<file path="src/rtl/lfc_pkg.sv">
// Constants and carrier types for the link feature control register
package lfc_pkg;
    // ------------------------------------------------------------
    // Register map
    // ------------------------------------------------------------
    localparam logic [7:0] LFC_OFFSET = 8'hF4;
    localparam logic [31:0] LFC_RESET = 32'h0000_1000;
    // Writable bits: 15, 13, 12, 10, 8, 7, 1
    localparam logic [31:0] LFC_WR_MASK = 32'h0000_B582;
    localparam logic [31:0] LFC_ZERO = 32'h0000_0000;
    localparam int LFC_NO_OOO_BIT = 15;
    localparam int LFC_HC_GATE_BIT = 22;
    localparam int LFC_EEP_WIDTH = 16;

    // ------------------------------------------------------------
    // Carriers
    // ------------------------------------------------------------
    typedef struct packed {
        logic rd;
        logic wr;
        logic [7:0] addr;
        logic [3:0] be;
        logic [31:0] wdata;
    } lfc_cfg_req_t;

    typedef struct packed {
        logic ack;
        logic [31:0] rdata;
    } lfc_cfg_rsp_t;

    typedef struct packed {
        logic valid;
        logic [15:0] word;
    } lfc_eep_t;
endpackage

</file>
<file path="src/rtl/lfc_eeprom_load.sv">
// Start-up load path from the serial EEPROM loader into the register
`timescale 1ns/1ns
module lfc_eeprom_load (
    input wire logic clk,
    input wire logic resetn,
    input wire logic eeprom_present,
    input wire lfc_pkg::lfc_eep_t eep_word,
    output lfc_pkg::lfc_eep_t eep_load
);
    import lfc_pkg::*;

    // ------------------------------------------------------------
    // Registered load strobe
    // ------------------------------------------------------------
    // Without a device attached the loader lines are not trusted
    always_ff @(posedge clk) begin
        if (!resetn) begin
            eep_load <= '0;
        end else begin
            eep_load.valid <= eep_word.valid & eeprom_present;
            eep_load.word <= eep_word.word;
        end
    end
endmodule

</file>
<file path="src/rtl/lfc_link_feature_control.sv">
// Link feature control register with its gated enhancement outputs
// ------------------------------------------------------------
// How it works
// - An enhancement bit acts only while the enhancement gate is also one.
// - Bits 31 to 16 always read as zero.
// - Bit 15 set stops out-of-order transmit pipelining, so requests go strictly in sequence.
// - Writable bits load from software writes or from an attached serial EEPROM.
// - Only the global reset input returns the bits to their defaults.
// ------------------------------------------------------------
`timescale 1ns/1ns
module lfc_link_feature_control (
    input wire logic clk,
    input wire logic resetn,
    input wire lfc_pkg::lfc_cfg_req_t cfg_req,
    output lfc_pkg::lfc_cfg_rsp_t cfg_rsp,
    input wire logic enhancement_gate,
    input wire logic eeprom_present,
    input wire lfc_pkg::lfc_eep_t eep_word,
    output logic [15:0] enh_active,
    output logic no_out_of_order_tx_pipelining,
    output logic tx_pipeline_allow
);
    import lfc_pkg::*;

    logic [31:0] lfc_reg;
    logic [31:0] lfc_next;
    logic [31:0] be_mask;
    logic hit;
    lfc_eep_t eep_load;

    // ------------------------------------------------------------
    // EEPROM load path
    // ------------------------------------------------------------
    lfc_eeprom_load u_eep (
        .clk(clk),
        .resetn(resetn),
        .eeprom_present(eeprom_present),
        .eep_word(eep_word),
        .eep_load(eep_load)
    );

    // ------------------------------------------------------------
    // Write path
    // ------------------------------------------------------------
    assign hit = (cfg_req.addr[7:2] == LFC_OFFSET[7:2]);

    always_comb begin
        be_mask = {{8{cfg_req.be[3]}}, {8{cfg_req.be[2]}}, {8{cfg_req.be[1]}}, {8{cfg_req.be[0]}}};
        lfc_next = lfc_reg;
        if (eep_load.valid) begin
            lfc_next = (lfc_reg & ~LFC_WR_MASK) | ({16'h0000, eep_load.word} & LFC_WR_MASK);
        end
        // Software write lands after the EEPROM so a late host write is not undone
        // masked write
        if (cfg_req.wr && hit) begin
            lfc_next = (lfc_next & ~(LFC_WR_MASK & be_mask)) | (cfg_req.wdata & LFC_WR_MASK & be_mask);
        end
    end

    always_ff @(posedge clk) begin
        if (!resetn) begin
            lfc_reg <= LFC_RESET;
        end else begin
            lfc_reg <= lfc_next;
        end
    end

    // ------------------------------------------------------------
    // Read path
    // ------------------------------------------------------------
    always_ff @(posedge clk) begin
        if (!resetn) begin
            cfg_rsp <= '0;
        end else begin
            cfg_rsp.ack <= cfg_req.rd | cfg_req.wr;
            if (cfg_req.rd && hit) begin
                cfg_rsp.rdata <= lfc_reg & LFC_WR_MASK;
            end else begin
                cfg_rsp.rdata <= LFC_ZERO;
            end
        end
    end

    // ------------------------------------------------------------
    // Gated enhancement outputs
    // ------------------------------------------------------------
    // Gate is a register bit on the same clock, so no synchroniser
    always_ff @(posedge clk) begin
        if (!resetn) begin
            enh_active <= 16'h0000;
            no_out_of_order_tx_pipelining <= 1'b0;
        end else begin
            enh_active <= lfc_reg[15:0] & LFC_WR_MASK[15:0] & {16{enhancement_gate}};
            no_out_of_order_tx_pipelining <= lfc_reg[LFC_NO_OOO_BIT] & enhancement_gate;
        end
    end

    // ------------------------------------------------------------
    // Transmit pipeline permission
    // ------------------------------------------------------------
    // Own flop keeps the permission a clean level for the transmit side
    always_ff @(posedge clk) begin
        if (!resetn) begin
            tx_pipeline_allow <= 1'b1;
        end else begin
            tx_pipeline_allow <= ~(lfc_reg[LFC_NO_OOO_BIT] & enhancement_gate);
        end
    end

    // ------------------------------------------------------------
    // Checks
    // ------------------------------------------------------------
    property p_gate_off;
        @(posedge clk) disable iff (!resetn)
        !enhancement_gate |=> (enh_active == 16'h0000) && !no_out_of_order_tx_pipelining;
    endproperty
    a_gate_off: assert property (p_gate_off) else $error("enhancement active with gate low");

    property p_upper_zero;
        @(posedge clk) disable iff (!resetn)
        cfg_rsp.ack |-> cfg_rsp.rdata[31:16] == 16'h0000;
    endproperty
    a_upper_zero: assert property (p_upper_zero) else $error("reserved upper half read nonzero");

    property p_in_order;
        @(posedge clk) disable iff (!resetn)
        (cfg_req.wr && hit && cfg_req.be[1] && cfg_req.wdata[15]) ##1 enhancement_gate [*2]
        |-> no_out_of_order_tx_pipelining && !tx_pipeline_allow;
    endproperty
    a_in_order: assert property (p_in_order) else $error("pipelining not disabled by bit 15");

    property p_eep_load;
        @(posedge clk) disable iff (!resetn)
        (eep_word.valid && eeprom_present) ##1 !(cfg_req.wr && hit)
        |=> lfc_reg[15:0] == ($past(eep_word.word, 2) & LFC_WR_MASK[15:0]);
    endproperty
    a_eep_load: assert property (p_eep_load) else $error("EEPROM word not loaded");

    property p_reset_value;
        @(posedge clk) !resetn |=> lfc_reg == LFC_RESET && enh_active == 16'h0000;
    endproperty
    a_reset_value: assert property (p_reset_value) else $error("reset did not restore default");

    property p_ro_hold;
        @(posedge clk) disable iff (!resetn)
        ##1 (lfc_reg & ~LFC_WR_MASK) == LFC_ZERO;
    endproperty
    a_ro_hold: assert property (p_ro_hold) else $error("read-only bit took a value");

    property p_rd_value;
        @(posedge clk) disable iff (!resetn)
        (cfg_req.rd && hit) |=> cfg_rsp.ack && cfg_rsp.rdata == ($past(lfc_reg) & LFC_WR_MASK);
    endproperty
    a_rd_value: assert property (p_rd_value) else $error("read data does not match register");

    // ------------------------------------------------------------
    // Checks on the bus answer and the hold of the bits
    // ------------------------------------------------------------
    property p_miss_zero;
        @(posedge clk) disable iff (!resetn)
        (cfg_req.rd || cfg_req.wr) && !(cfg_req.rd && hit) |=> cfg_rsp.ack && cfg_rsp.rdata == LFC_ZERO;
    endproperty
    a_miss_zero: assert property (p_miss_zero) else $error("write or unmapped read returned data");

    property p_no_ack;
        @(posedge clk) disable iff (!resetn)
        !(cfg_req.rd || cfg_req.wr) |=> !cfg_rsp.ack;
    endproperty
    a_no_ack: assert property (p_no_ack) else $error("answer without a request");

    property p_wr_lands;
        @(posedge clk) disable iff (!resetn)
        (cfg_req.wr && hit && cfg_req.be[1]) |=> lfc_reg[LFC_NO_OOO_BIT] == $past(cfg_req.wdata[LFC_NO_OOO_BIT]);
    endproperty
    a_wr_lands: assert property (p_wr_lands) else $error("software write to bit 15 did not land");

    property p_hold;
        @(posedge clk) disable iff (!resetn)
        !(cfg_req.wr && hit) && !eep_load.valid |=> $stable(lfc_reg);
    endproperty
    a_hold: assert property (p_hold) else $error("register moved without a write or load");

    property p_reset_outputs;
        @(posedge clk) !resetn |=> !cfg_rsp.ack && cfg_rsp.rdata == LFC_ZERO
            && !no_out_of_order_tx_pipelining && tx_pipeline_allow;
    endproperty
    a_reset_outputs: assert property (p_reset_outputs) else $error("outputs not at reset level");

    // ------------------------------------------------------------
    // Checks on the gated outputs and the load path
    // ------------------------------------------------------------
    property p_gate_on;
        @(posedge clk) disable iff (!resetn)
        enhancement_gate |=> enh_active == ($past(lfc_reg[15:0]) & LFC_WR_MASK[15:0]);
    endproperty
    a_gate_on: assert property (p_gate_on) else $error("enhancement bits not passed with gate high");

    property p_follow;
        @(posedge clk) disable iff (!resetn)
        lfc_reg[LFC_NO_OOO_BIT] && enhancement_gate |=> no_out_of_order_tx_pipelining;
    endproperty
    a_follow: assert property (p_follow) else $error("in-order transmit not requested");

    property p_allow_inverse;
        @(posedge clk) disable iff (!resetn)
        tx_pipeline_allow != no_out_of_order_tx_pipelining;
    endproperty
    a_allow_inverse: assert property (p_allow_inverse) else $error("pipeline permission disagrees");

    property p_eep_absent;
        @(posedge clk) disable iff (!resetn)
        eep_word.valid && !eeprom_present |=> !eep_load.valid;
    endproperty
    a_eep_absent: assert property (p_eep_absent) else $error("load taken without an EEPROM");

    c_sw_write: cover property (@(posedge clk) disable iff (!resetn) cfg_req.wr && hit ##1 cfg_rsp.ack);
    c_eep: cover property (@(posedge clk) disable iff (!resetn) eep_load.valid);
    c_in_order: cover property (@(posedge clk) disable iff (!resetn) no_out_of_order_tx_pipelining);
    c_read: cover property (@(posedge clk) disable iff (!resetn) cfg_req.rd && hit ##1 cfg_rsp.rdata != LFC_ZERO);
    c_gate_block: cover property (@(posedge clk) disable iff (!resetn) !enhancement_gate && lfc_reg[LFC_NO_OOO_BIT]);
endmodule

</file>
<file path="config.mk">
export PLATFORM = sky130hd
export DESIGN_NAME = lfc_link_feature_control
export DESIGN_NICKNAME = d
export VERILOG_FILES = /design/src/rtl/lfc_pkg.sv /design/src/rtl/lfc_eeprom_load.sv /design/src/rtl/lfc_link_feature_control.sv
export SDC_FILE = /design/constraint.sdc
export NUM_CORES = 1
export LEC_CHECK = 0
export BUFFER_PORTS_ARGS = -buffer_cell sky130_fd_sc_hd__buf_2
export CAP_MARGIN = 20
export CORE_MARGIN = 1.5
export CORE_UTILIZATION = 34
export CTS_BUF_LIST = sky130_fd_sc_hd__clkbuf_8 sky130_fd_sc_hd__clkbuf_16
export CTS_CLUSTER_SIZE = 8
export DETAILED_ROUTE_END_ITERATION = 8
export PLACE_DENSITY_LB_ADDON = 0.2
export REMOVE_ABC_BUFFERS = 1
export SYNTH_ARGS = -nofsm -noshare
export SYNTH_HDL_FRONTEND = slang
export SYNTH_SLANG_ARGS = --single-unit
</file>
<file path="constraint.sdc">
create_clock -name clk -period 1.05 [get_ports clk]
set_input_delay 0.0525 -clock clk [delete_from_list [all_inputs] [get_ports clk]]
set_output_delay 0.0525 -clock clk [all_outputs]
set_load 0.005 [all_outputs]
</file>
==> flow_summary.json, run 1 <==
{
  "status": "complete, no violations",
  "place.gp.congestion": 0.812,
  "grt_pass1_vias": 845,
  "dpl_cell_area_um2": 1510,
  "r2r_cells": 4,
  "crit_type": "flip-flop to flip-flop",
  "vdd_drop_max_uv": 586,
  "coreArea_um2": 3740,
  "stdcell_area_um2": 1740,
  "power.density_nw_per_um2": 1490,
  "max_cap_violations": 0,
  "syn_area_per_cell_um2": 10.5,
  "hold_violations": 0,
  "cts-root-buf": "clkbuf_8",
  "routed_wirelength_um": 2290,
  "cp.arrival_ps": 1210,
  "die_w_um": 66.3,
  "start_util_pct": 36.4,
  "hpwl_um": 1760,
  "worstSetupStartpointType": "flip-flop",
  "drive_gt1_share_pct": 36.8,
  "drt_pass1_iterations": 2,
  "slew_violations": 0,
  "setup_ws_ps": 8.87,
  "mostFrequentLayoutCells": "buf_2 (45), conb_1 (34), dfxtp_1 (30)",
  "finClkSkew_ps": 3.19,
  "cp_max_fo": 2,
  "clock_latency_ps": 270,
  "layout_commonest_cell": "buf_2",
  "utilization_pct": 46.5,
  "crit_start": "u_eep.eep_load[16]",
  "max_clock_freq_ghz": 0.960,
  "tns_ps": 0,
  "antenna_left": 0,
  "p_leak_nw": 0.905,
  "clkSlewWorstSetupHoldPaths_ps": 60,
  "die_h_um": 66.3,
  "routedWlPerCell_um": 9.64,
  "final-setup-viol-count": 0,
  "cts_tree": "done",
  "n_antenna_cell": 0,
  "grt_overflow": 0,
  "drc_errors": 0,
  "grt_setup_unrepaired": "yes",
  "r2r-end": "lfc_reg[12]",
  "fin_crit_sh_pct": 99.2,
  "rows": 22,
  "grt_first_pass_wirelength_um": 3670,
  "top_regs": "cfg_rsp x8, u_eep.eep_load x8",
  "io_pins": 118,
  "dp_slack_ps": -4.26,
  "post_cts_buffers": 0,
  "yosys_warnings": 0,
  "grt_start_max_net_pins": 15,
  "numCtsBuffers": 5,
  "syn_area_um2": 1360,
  "ys_seq_elements": 31,
  "vias_per_cell": 3.97,
  "cts.htree.levels": 2,
  "clock_sinks": 31,
  "hold_path_class": "input pin to flip-flop",
  "grt_use_total_pct": 11.6,
  "yosysSeqAreaShare_pct": 45.5,
  "portBuffers": 45,
  "area_growth_pct": 27.8,
  "cp-end-kind": "flip-flop",
  "required_ps": 1210,
  "dieArea_um2": 4400,
  "ctsLongestPathBuffers": 2,
  "rr_startpoint": "u_eep.eep_load[16]",
  "via_count": 944,
  "drt-initial-drc-count": 30,
  "netlist_instances": 130,
  "cp-endpoint": "lfc_reg[12]",
  "nets": 256,
  "post-route-min-period_ps": 1040,
  "grt_antenna_before_repair": 0,
  "timing.reg2reg.setup_slack_ps": 9,
  "synth.distinct_cells": 22
}
==> critical path, cell delays in order (launching register included) <==
cell	delay, ps
dfxtp_2	340
buf_6	100
mux2i_1	160
nand2_1	60
mux2_4	270
==> how the worst min path moves through the flow <==
stage	start	end	slack [ps]	cells after the start
after detailed placement	eep_word[15]	u_eep.eep_load[15]	260	2
final	cfg_req[7]	lfc_reg[7]	20	3
after floorplan	enhancement_gate	tx_pipeline_allow	150	1
after CTS	eeprom_present	u_eep.eep_load[16]	4	2
after global placement	eep_word[12]	u_eep.eep_load[12]	260	2
after global routing	eep_word[16]	u_eep.eep_load[16]	10	2
==> routing by layer <==
| layer | track usage [%] | vias to the layer above | share of wire (%) |
|---|---|---|---|
| met2 | 20.3 | 55 | 51 |
| met5 | 0 | - | 0 |
| met4 | 6.12 | 0 | 2.5 |
| met1 | 11.6 | 418 | 36 |
| li1 | - | 466 | - |
| met3 | 5.11 | 5 | 10 |
==> through the flow <==
step                total power [mW]  hold slack [ps]  cells
floorplan                       1.32              145    124
global placement                1.42              260    221
detailed placement              1.43              264    221
CTS                             2.62             4.40    237
global route                    2.74             10.6    238
finish                          2.60             20.2    238
==> timing repair <==
| item | in CTS | in global routing |
|---|---|---|
| gates resized for setup | 1 | 6 |
| hold buffers | 8 | 1 |
| cloned | 0 | 0 |
| pin swaps | 0 | 0 |
| hold endpoints to repair | 8 | 1 |
| endpoints found under the setup margin | 2 | 6 |
==> cell usage after synthesis, drive strengths merged <==
cell type / number / share of area (%)
nand2: 13 / 3.6
and2: 14 / 6.4
buf: 38 / 21
nor2: 3 / 2.2
nand3: 1 / 0.37
dfxtp: 31 / 46
conb: 1 / 0.28
clkbuf: 1 / 0.28
o21a: 1 / 0.55
nand4: 1 / 1.6
mux2: 7 / 6.1
and3: 7 / 3.2
inv: 1 / 0.28
nand2b: 1 / 0.46
nand4b: 3 / 3.0
mux2i: 7 / 5.1
==> kinds of logic after synthesis <==
kind of cell	after synthesis	synth area share (%)
buffers and inverters	40	21.6
multiplexers	14	11.2
AO/OA/AOI/OAI	1	0.551
flip-flops	31	45.5
other	1	0.275
AND/OR/NAND/NOR	43	20.8
==> report_power, final <==
part	switching, mW	internal (mW)	leakage [nW]
Clock	0.403	0.766	0.0612
Sequential	0.0104	1.21	0.253
Combinational	0.104	0.113	0.591
Total	0.517	2.09	0.905
==> layout make-up <==
| class | instances | area (um^2) |
|---|---|---|
| fillers | 356 | 2000 |
| flip-flops and latches | 31 | 622 |
| multi-input cells | 92 | 586 |
| repair buffers | 58 | 353 |
| clock buffers | 6 | 82.6 |
| well taps | 48 | 60.1 |
| clock inverters | 2 | 35.0 |
| inverters | 1 | 3.75 |
No activity file was read; power rests on OpenSTA's default activity.
==> run 2, diff against run 1 <==
- ABC_CLOCK_PERIOD_IN_PS: not set -> 1300
- CORE_UTILIZATION: 34 -> 35
- SKIP_LAST_GASP: not set -> 1
- clock period: 1.05 -> 1.3 ns (I/O delays scaled with it)
==> run 2 against run 1 <==
Compared with the run above: sequential share of layout area grew 2.2 points; fmax fell by 11%; worst hold slack got worse by 17 ps; register-to-register slack improved by 120 ps; setup slack improved by 120 ps; clock skew grew 0.71 ps; clock-buffer cell count is 1 higher; combinational power shrank 31%; global-route usage shrank 1.2 points; largest cell class unchanged.
==> flow_summary.json, run 2 (same netlist as run 1, synthesis figures left out) <==
{
  "top_regs": "cfg_rsp x8, u_eep.eep_load x8",
  "status": "complete, no violations",
  "whs_endpoint": "u_eep.eep_load[8]",
  "drc_errors": 0,
  "instances_no_fill": 231,
  "hold_path_depth": 2,
  "max_cap_violations": 0,
  "dpl_cell_area_um2": 1490,
  "holdCritStartpoint": "eep_word[8]",
  "rows": 22,
  "mostFrequentLayoutCells": "buf_2 (45), conb_1 (34), dfxtp_1 (31)",
  "die_w_um": 65.4,
  "finClkSkew_ps": 3.90,
  "coreArea_um2": 3690,
  "n_antenna_cell": 0,
  "cts.htree.levels": 2,
  "dieArea_um2": 4280,
  "utilization_pct": 44.4,
  "grt_overflow": 0,
  "area_growth_pct": 20.3,
  "timing.reg2reg.setup_slack_ps": 130,
  "numCtsBuffers": 5,
  "rr_startpoint": "u_eep.eep_load[16]",
  "final-setup-viol-count": 0,
  "cts-root-buf": "clkbuf_8",
  "grt_pass1_vias": 810,
  "crit_type": "flip-flop to flip-flop",
  "hold_violations": 0,
  "via_count": 899,
  "vias_per_cell": 3.89,
  "clock_sinks": 31,
  "antenna_left": 0,
  "fillers": 385,
  "grt_setup_unrepaired": "no",
  "drt_pass1_iterations": 2,
  "layout_commonest_cell": "buf_2",
  "power.density_nw_per_um2": 1170,
  "p_leak_nw": 0.860,
  "cp.arrival_ps": 1330,
  "cts_tree": "done",
  "routed_wirelength_um": 2100,
  "grt_start_max_net_pins": 18,
  "fin_hold_ws_ps": 3.51,
  "cp_max_fo": 7,
  "hold_path_class": "input pin to flip-flop",
  "place_inst": 218,
  "clock_latency_ps": 270,
  "vdd_drop_max_uv": 440,
  "drt-initial-drc-count": 26,
  "required_ps": 1460,
  "grt_antenna_before_repair": 0,
  "stdcell_area_um2": 1640,
  "portBuffers": 45,
  "cp-end-kind": "flip-flop",
  "slew_violations": 0,
  "post-route-min-period_ps": 1170,
  "ctsLongestPathBuffers": 2,
  "grt_use_total_pct": 10.4,
  "nets": 249,
  "start_util_pct": 36.9,
  "hpwl_um": 1650,
  "drive_gt1_share_pct": 35.0,
  "clkSlewWorstSetupHoldPaths_ps": 60,
  "max_clock_freq_ghz": 0.852,
  "grt_first_pass_wirelength_um": 3330,
  "r2r-end": "lfc_reg[12]",
  "die_h_um": 65.4,
  "r2r_cells": 3,
  "routedWlPerCell_um": 9.09,
  "tns_ps": 0,
  "worstSetupStartpointType": "flip-flop",
  "cts_resized": 0,
  "io_pins": 118,
  "fin_crit_sh_pct": 90.2,
  "place.gp.congestion": 0.699
}
## run 2: cell count changes in the layout (fill, tap and decap cells not counted), sizes merged
cell / change
buf: -3
bufinv: -1
clkbuf: +1
clkinv: -1
dlygate4sd3: -4
inv: +1
## run 2: per-layer routing
metal / GRT usage [%] / routed length (um) / vias to the layer above
li1: - / - / 452
met1: 10.7 / 811 / 388
met2: 18.6 / 1050 / 55
met3: 3.08 / 203 / 4
met4: 6.25 / 39 / 0
met5: 0 / 0 / -
## run 2: area by class of cell
cell class                      count  area (um^2)  share of cell area [%]
Timing Repair Buffer               51          283                    17.3
Tap cell                           48         60.1                    3.66
Sequential cell                    31          621                    37.9
Multi-Input combinational cell     92          572                    34.9
Inverter                            1         3.75                   0.229
Clock inverter                      1         3.75                   0.229
Clock buffer                        7         96.3                    5.88
## run 2: worst max path at each step
stage	startpoint	to	cells past startpoint
finish	u_eep.eep_load[16]	lfc_reg[12]	3
global route	u_eep.eep_load[16]	lfc_reg[12]	3
CTS	u_eep.eep_load[16]	lfc_reg[12]	3
detailed placement	u_eep.eep_load[16]	lfc_reg[12]	3
global placement	u_eep.eep_load[16]	lfc_reg[12]	3
floorplan	u_eep.eep_load[16]	lfc_reg[12]	3
## run 2: critical path: stages (launching register included)
cell and delay, ps:
dfxtp_1 500, mux2i_1 230, nand2_1 60, mux2_4 270
## run 2: what timing repair did
item / CTS / global route
hold buffers: 5 / 0
endpoints found under the hold margin: 5 / 0
setup buffers: 0 / 0
## run 2: through the flow
stage / power (mW) / setup slack (ps)
2_1_floorplan: 1.07 / 236
3_3_place_gp: 1.14 / 137
3_5_place_dp: 1.15 / 126
4_1_cts: 1.95 / 118
5_1_grt: 2.01 / 65.5
6_report: 1.92 / 127
## run 2: report_power, final
part	switching (mW)	total (mW)	internal, mW
clock network	0.309	0.782	0.474
logic	0.0756	0.150	0.0748
registers	0.0111	0.986	0.975
==> run 3, diff against run 2 <==
- ABC_CLOCK_PERIOD_IN_PS: 1300 -> 1200
- CORE_ASPECT_RATIO: not set -> 0.8
- CTS_CLUSTER_DIAMETER: not set -> 150
- clock period: 1.3 -> 1.2 ns (I/O delays scaled with it)
==> run 3 against run 2 <==
Compared with the run above: register-to-register slack worse by 30 ps; power up 10%; worst hold slack better by 24 ps.
==> flow_summary.json, run 3 (same netlist as run 1, synthesis figures left out) <==
{
  "cp_slowest_cell": "dfxtp_2",
  "crit_type": "flip-flop to flip-flop",
  "dieArea_um2": 4280,
  "clock_sinks": 31,
  "hpwl_um": 1810,
  "post-route-min-period_ps": 1100,
  "mostFrequentLayoutCells": "buf_2 (45), conb_1 (34), dfxtp_1 (30)",
  "vdd_drop_max_uv": 519,
  "area_growth_pct": 23.0,
  "io_pins": 118,
  "drt_pass1_iterations": 4,
  "grt_setup_unrepaired": "no",
  "max_cap_violations": 0,
  "cts.htree.levels": 2,
  "post_cts_buffers": 0,
  "grt_first_pass_wirelength_um": 3620,
  "hold_violations": 0,
  "cp_top_family": "flip-flops",
  "n_antenna_cell": 0,
  "crit_start": "u_eep.eep_load[16]",
  "drive_gt1_share_pct": 35.8,
  "dpl_cell_area_um2": 1490,
  "place_inst": 215,
  "tns_ps": 0,
  "routed_wirelength_um": 2270,
  "holdCritStartpoint": "eeprom_present",
  "start_util_pct": 36.3,
  "drt-initial-drc-count": 19,
  "stdcell_area_um2": 1680,
  "grt_overflow": 0,
  "finClkSkew_ps": 7.03,
  "clock_latency_ps": 270,
  "setup_ws_ps": 101,
  "worstSetupStartpointType": "flip-flop",
  "path_buf_inv": 1,
  "grt_antenna_before_repair": 0,
  "die_w_um": 72.8,
  "cts_tree": "done",
  "utilization_pct": 44.7,
  "status": "complete, no violations",
  "top_regs": "cfg_rsp x8, u_eep.eep_load x8",
  "rr_startpoint": "u_eep.eep_load[16]",
  "crit_path_cell_trace": "buf_4, mux2_2, nand2_1, mux2i_1",
  "max_clock_freq_ghz": 0.910,
  "dp_slack_ps": 7.38,
  "routedWlPerCell_um": 9.84,
  "nets": 253,
  "power.density_nw_per_um2": 1260,
  "power_mw": 2.12,
  "numCtsBuffers": 5,
  "p_leak_nw": 0.873,
  "via_count": 922,
  "layout_commonest_cell": "buf_2",
  "portBuffers": 45,
  "final-setup-viol-count": 0,
  "fin_hold_ws_ps": 27.1,
  "timing.reg2reg.setup_slack_ps": 100,
  "antenna_left": 0,
  "ctsLongestPathBuffers": 2,
  "rows": 20,
  "grt_use_total_pct": 11.6,
  "instances_no_fill": 231,
  "cp-end-kind": "flip-flop",
  "place.gp.congestion": 0.710,
  "cts-root-buf": "clkbuf_8",
  "grt_start_max_net_pins": 21,
  "coreArea_um2": 3750,
  "drc_errors": 0,
  "die_h_um": 58.8,
  "required_ps": 1350,
  "grt_pass1_vias": 867,
  "fin_crit_sh_pct": 91.6,
  "cp_max_fo": 5,
  "cp.arrival_ps": 1250,
  "vias_per_cell": 3.99,
  "hold_path_class": "input pin to flip-flop",
  "slew_violations": 0,
  "clkSlewWorstSetupHoldPaths_ps": 60,
  "critPathMaxStageDelay_ps": 390
}
-- run 3: timing repair --
action                     CTS  global route
hold buffers                 8             0
resized for setup            1             0
setup endpoints to repair    1             0
hold endpoints to repair     8             0
-- run 3: power breakdown --
group	internal, mW	switching, mW
registers	1.06	0.0115
clock network	0.521	0.354
logic	0.0889	0.0845
-- run 3: routing by layer --
metal  routed length (um)  vias up  GRT usage [%]
li1                     -      460              -
met1                  972      401           12.5
met2                 1040       56           20.2
met3                  236        5           4.62
met4                   27        0           4.85
met5                    0        -              0
-- run 3: worst paths after layout --
path,to,cells past startpoint
max,lfc_reg[13],4
min,u_eep.eep_load[16],2
max reg2reg,lfc_reg[13],4
min reg2reg,tx_pipeline_allow,1
-- run 3: area by class of cell --
class                           count  area [um^2]
Inverter                            1         3.75
Clock inverter                      1         7.51
Multi-Input combinational cell     92          572
Sequential cell                    31          622
Timing Repair Buffer               55          320
Clock buffer                        7         96.3
Fill cell                         382         2080
Tap cell                           44         55.1
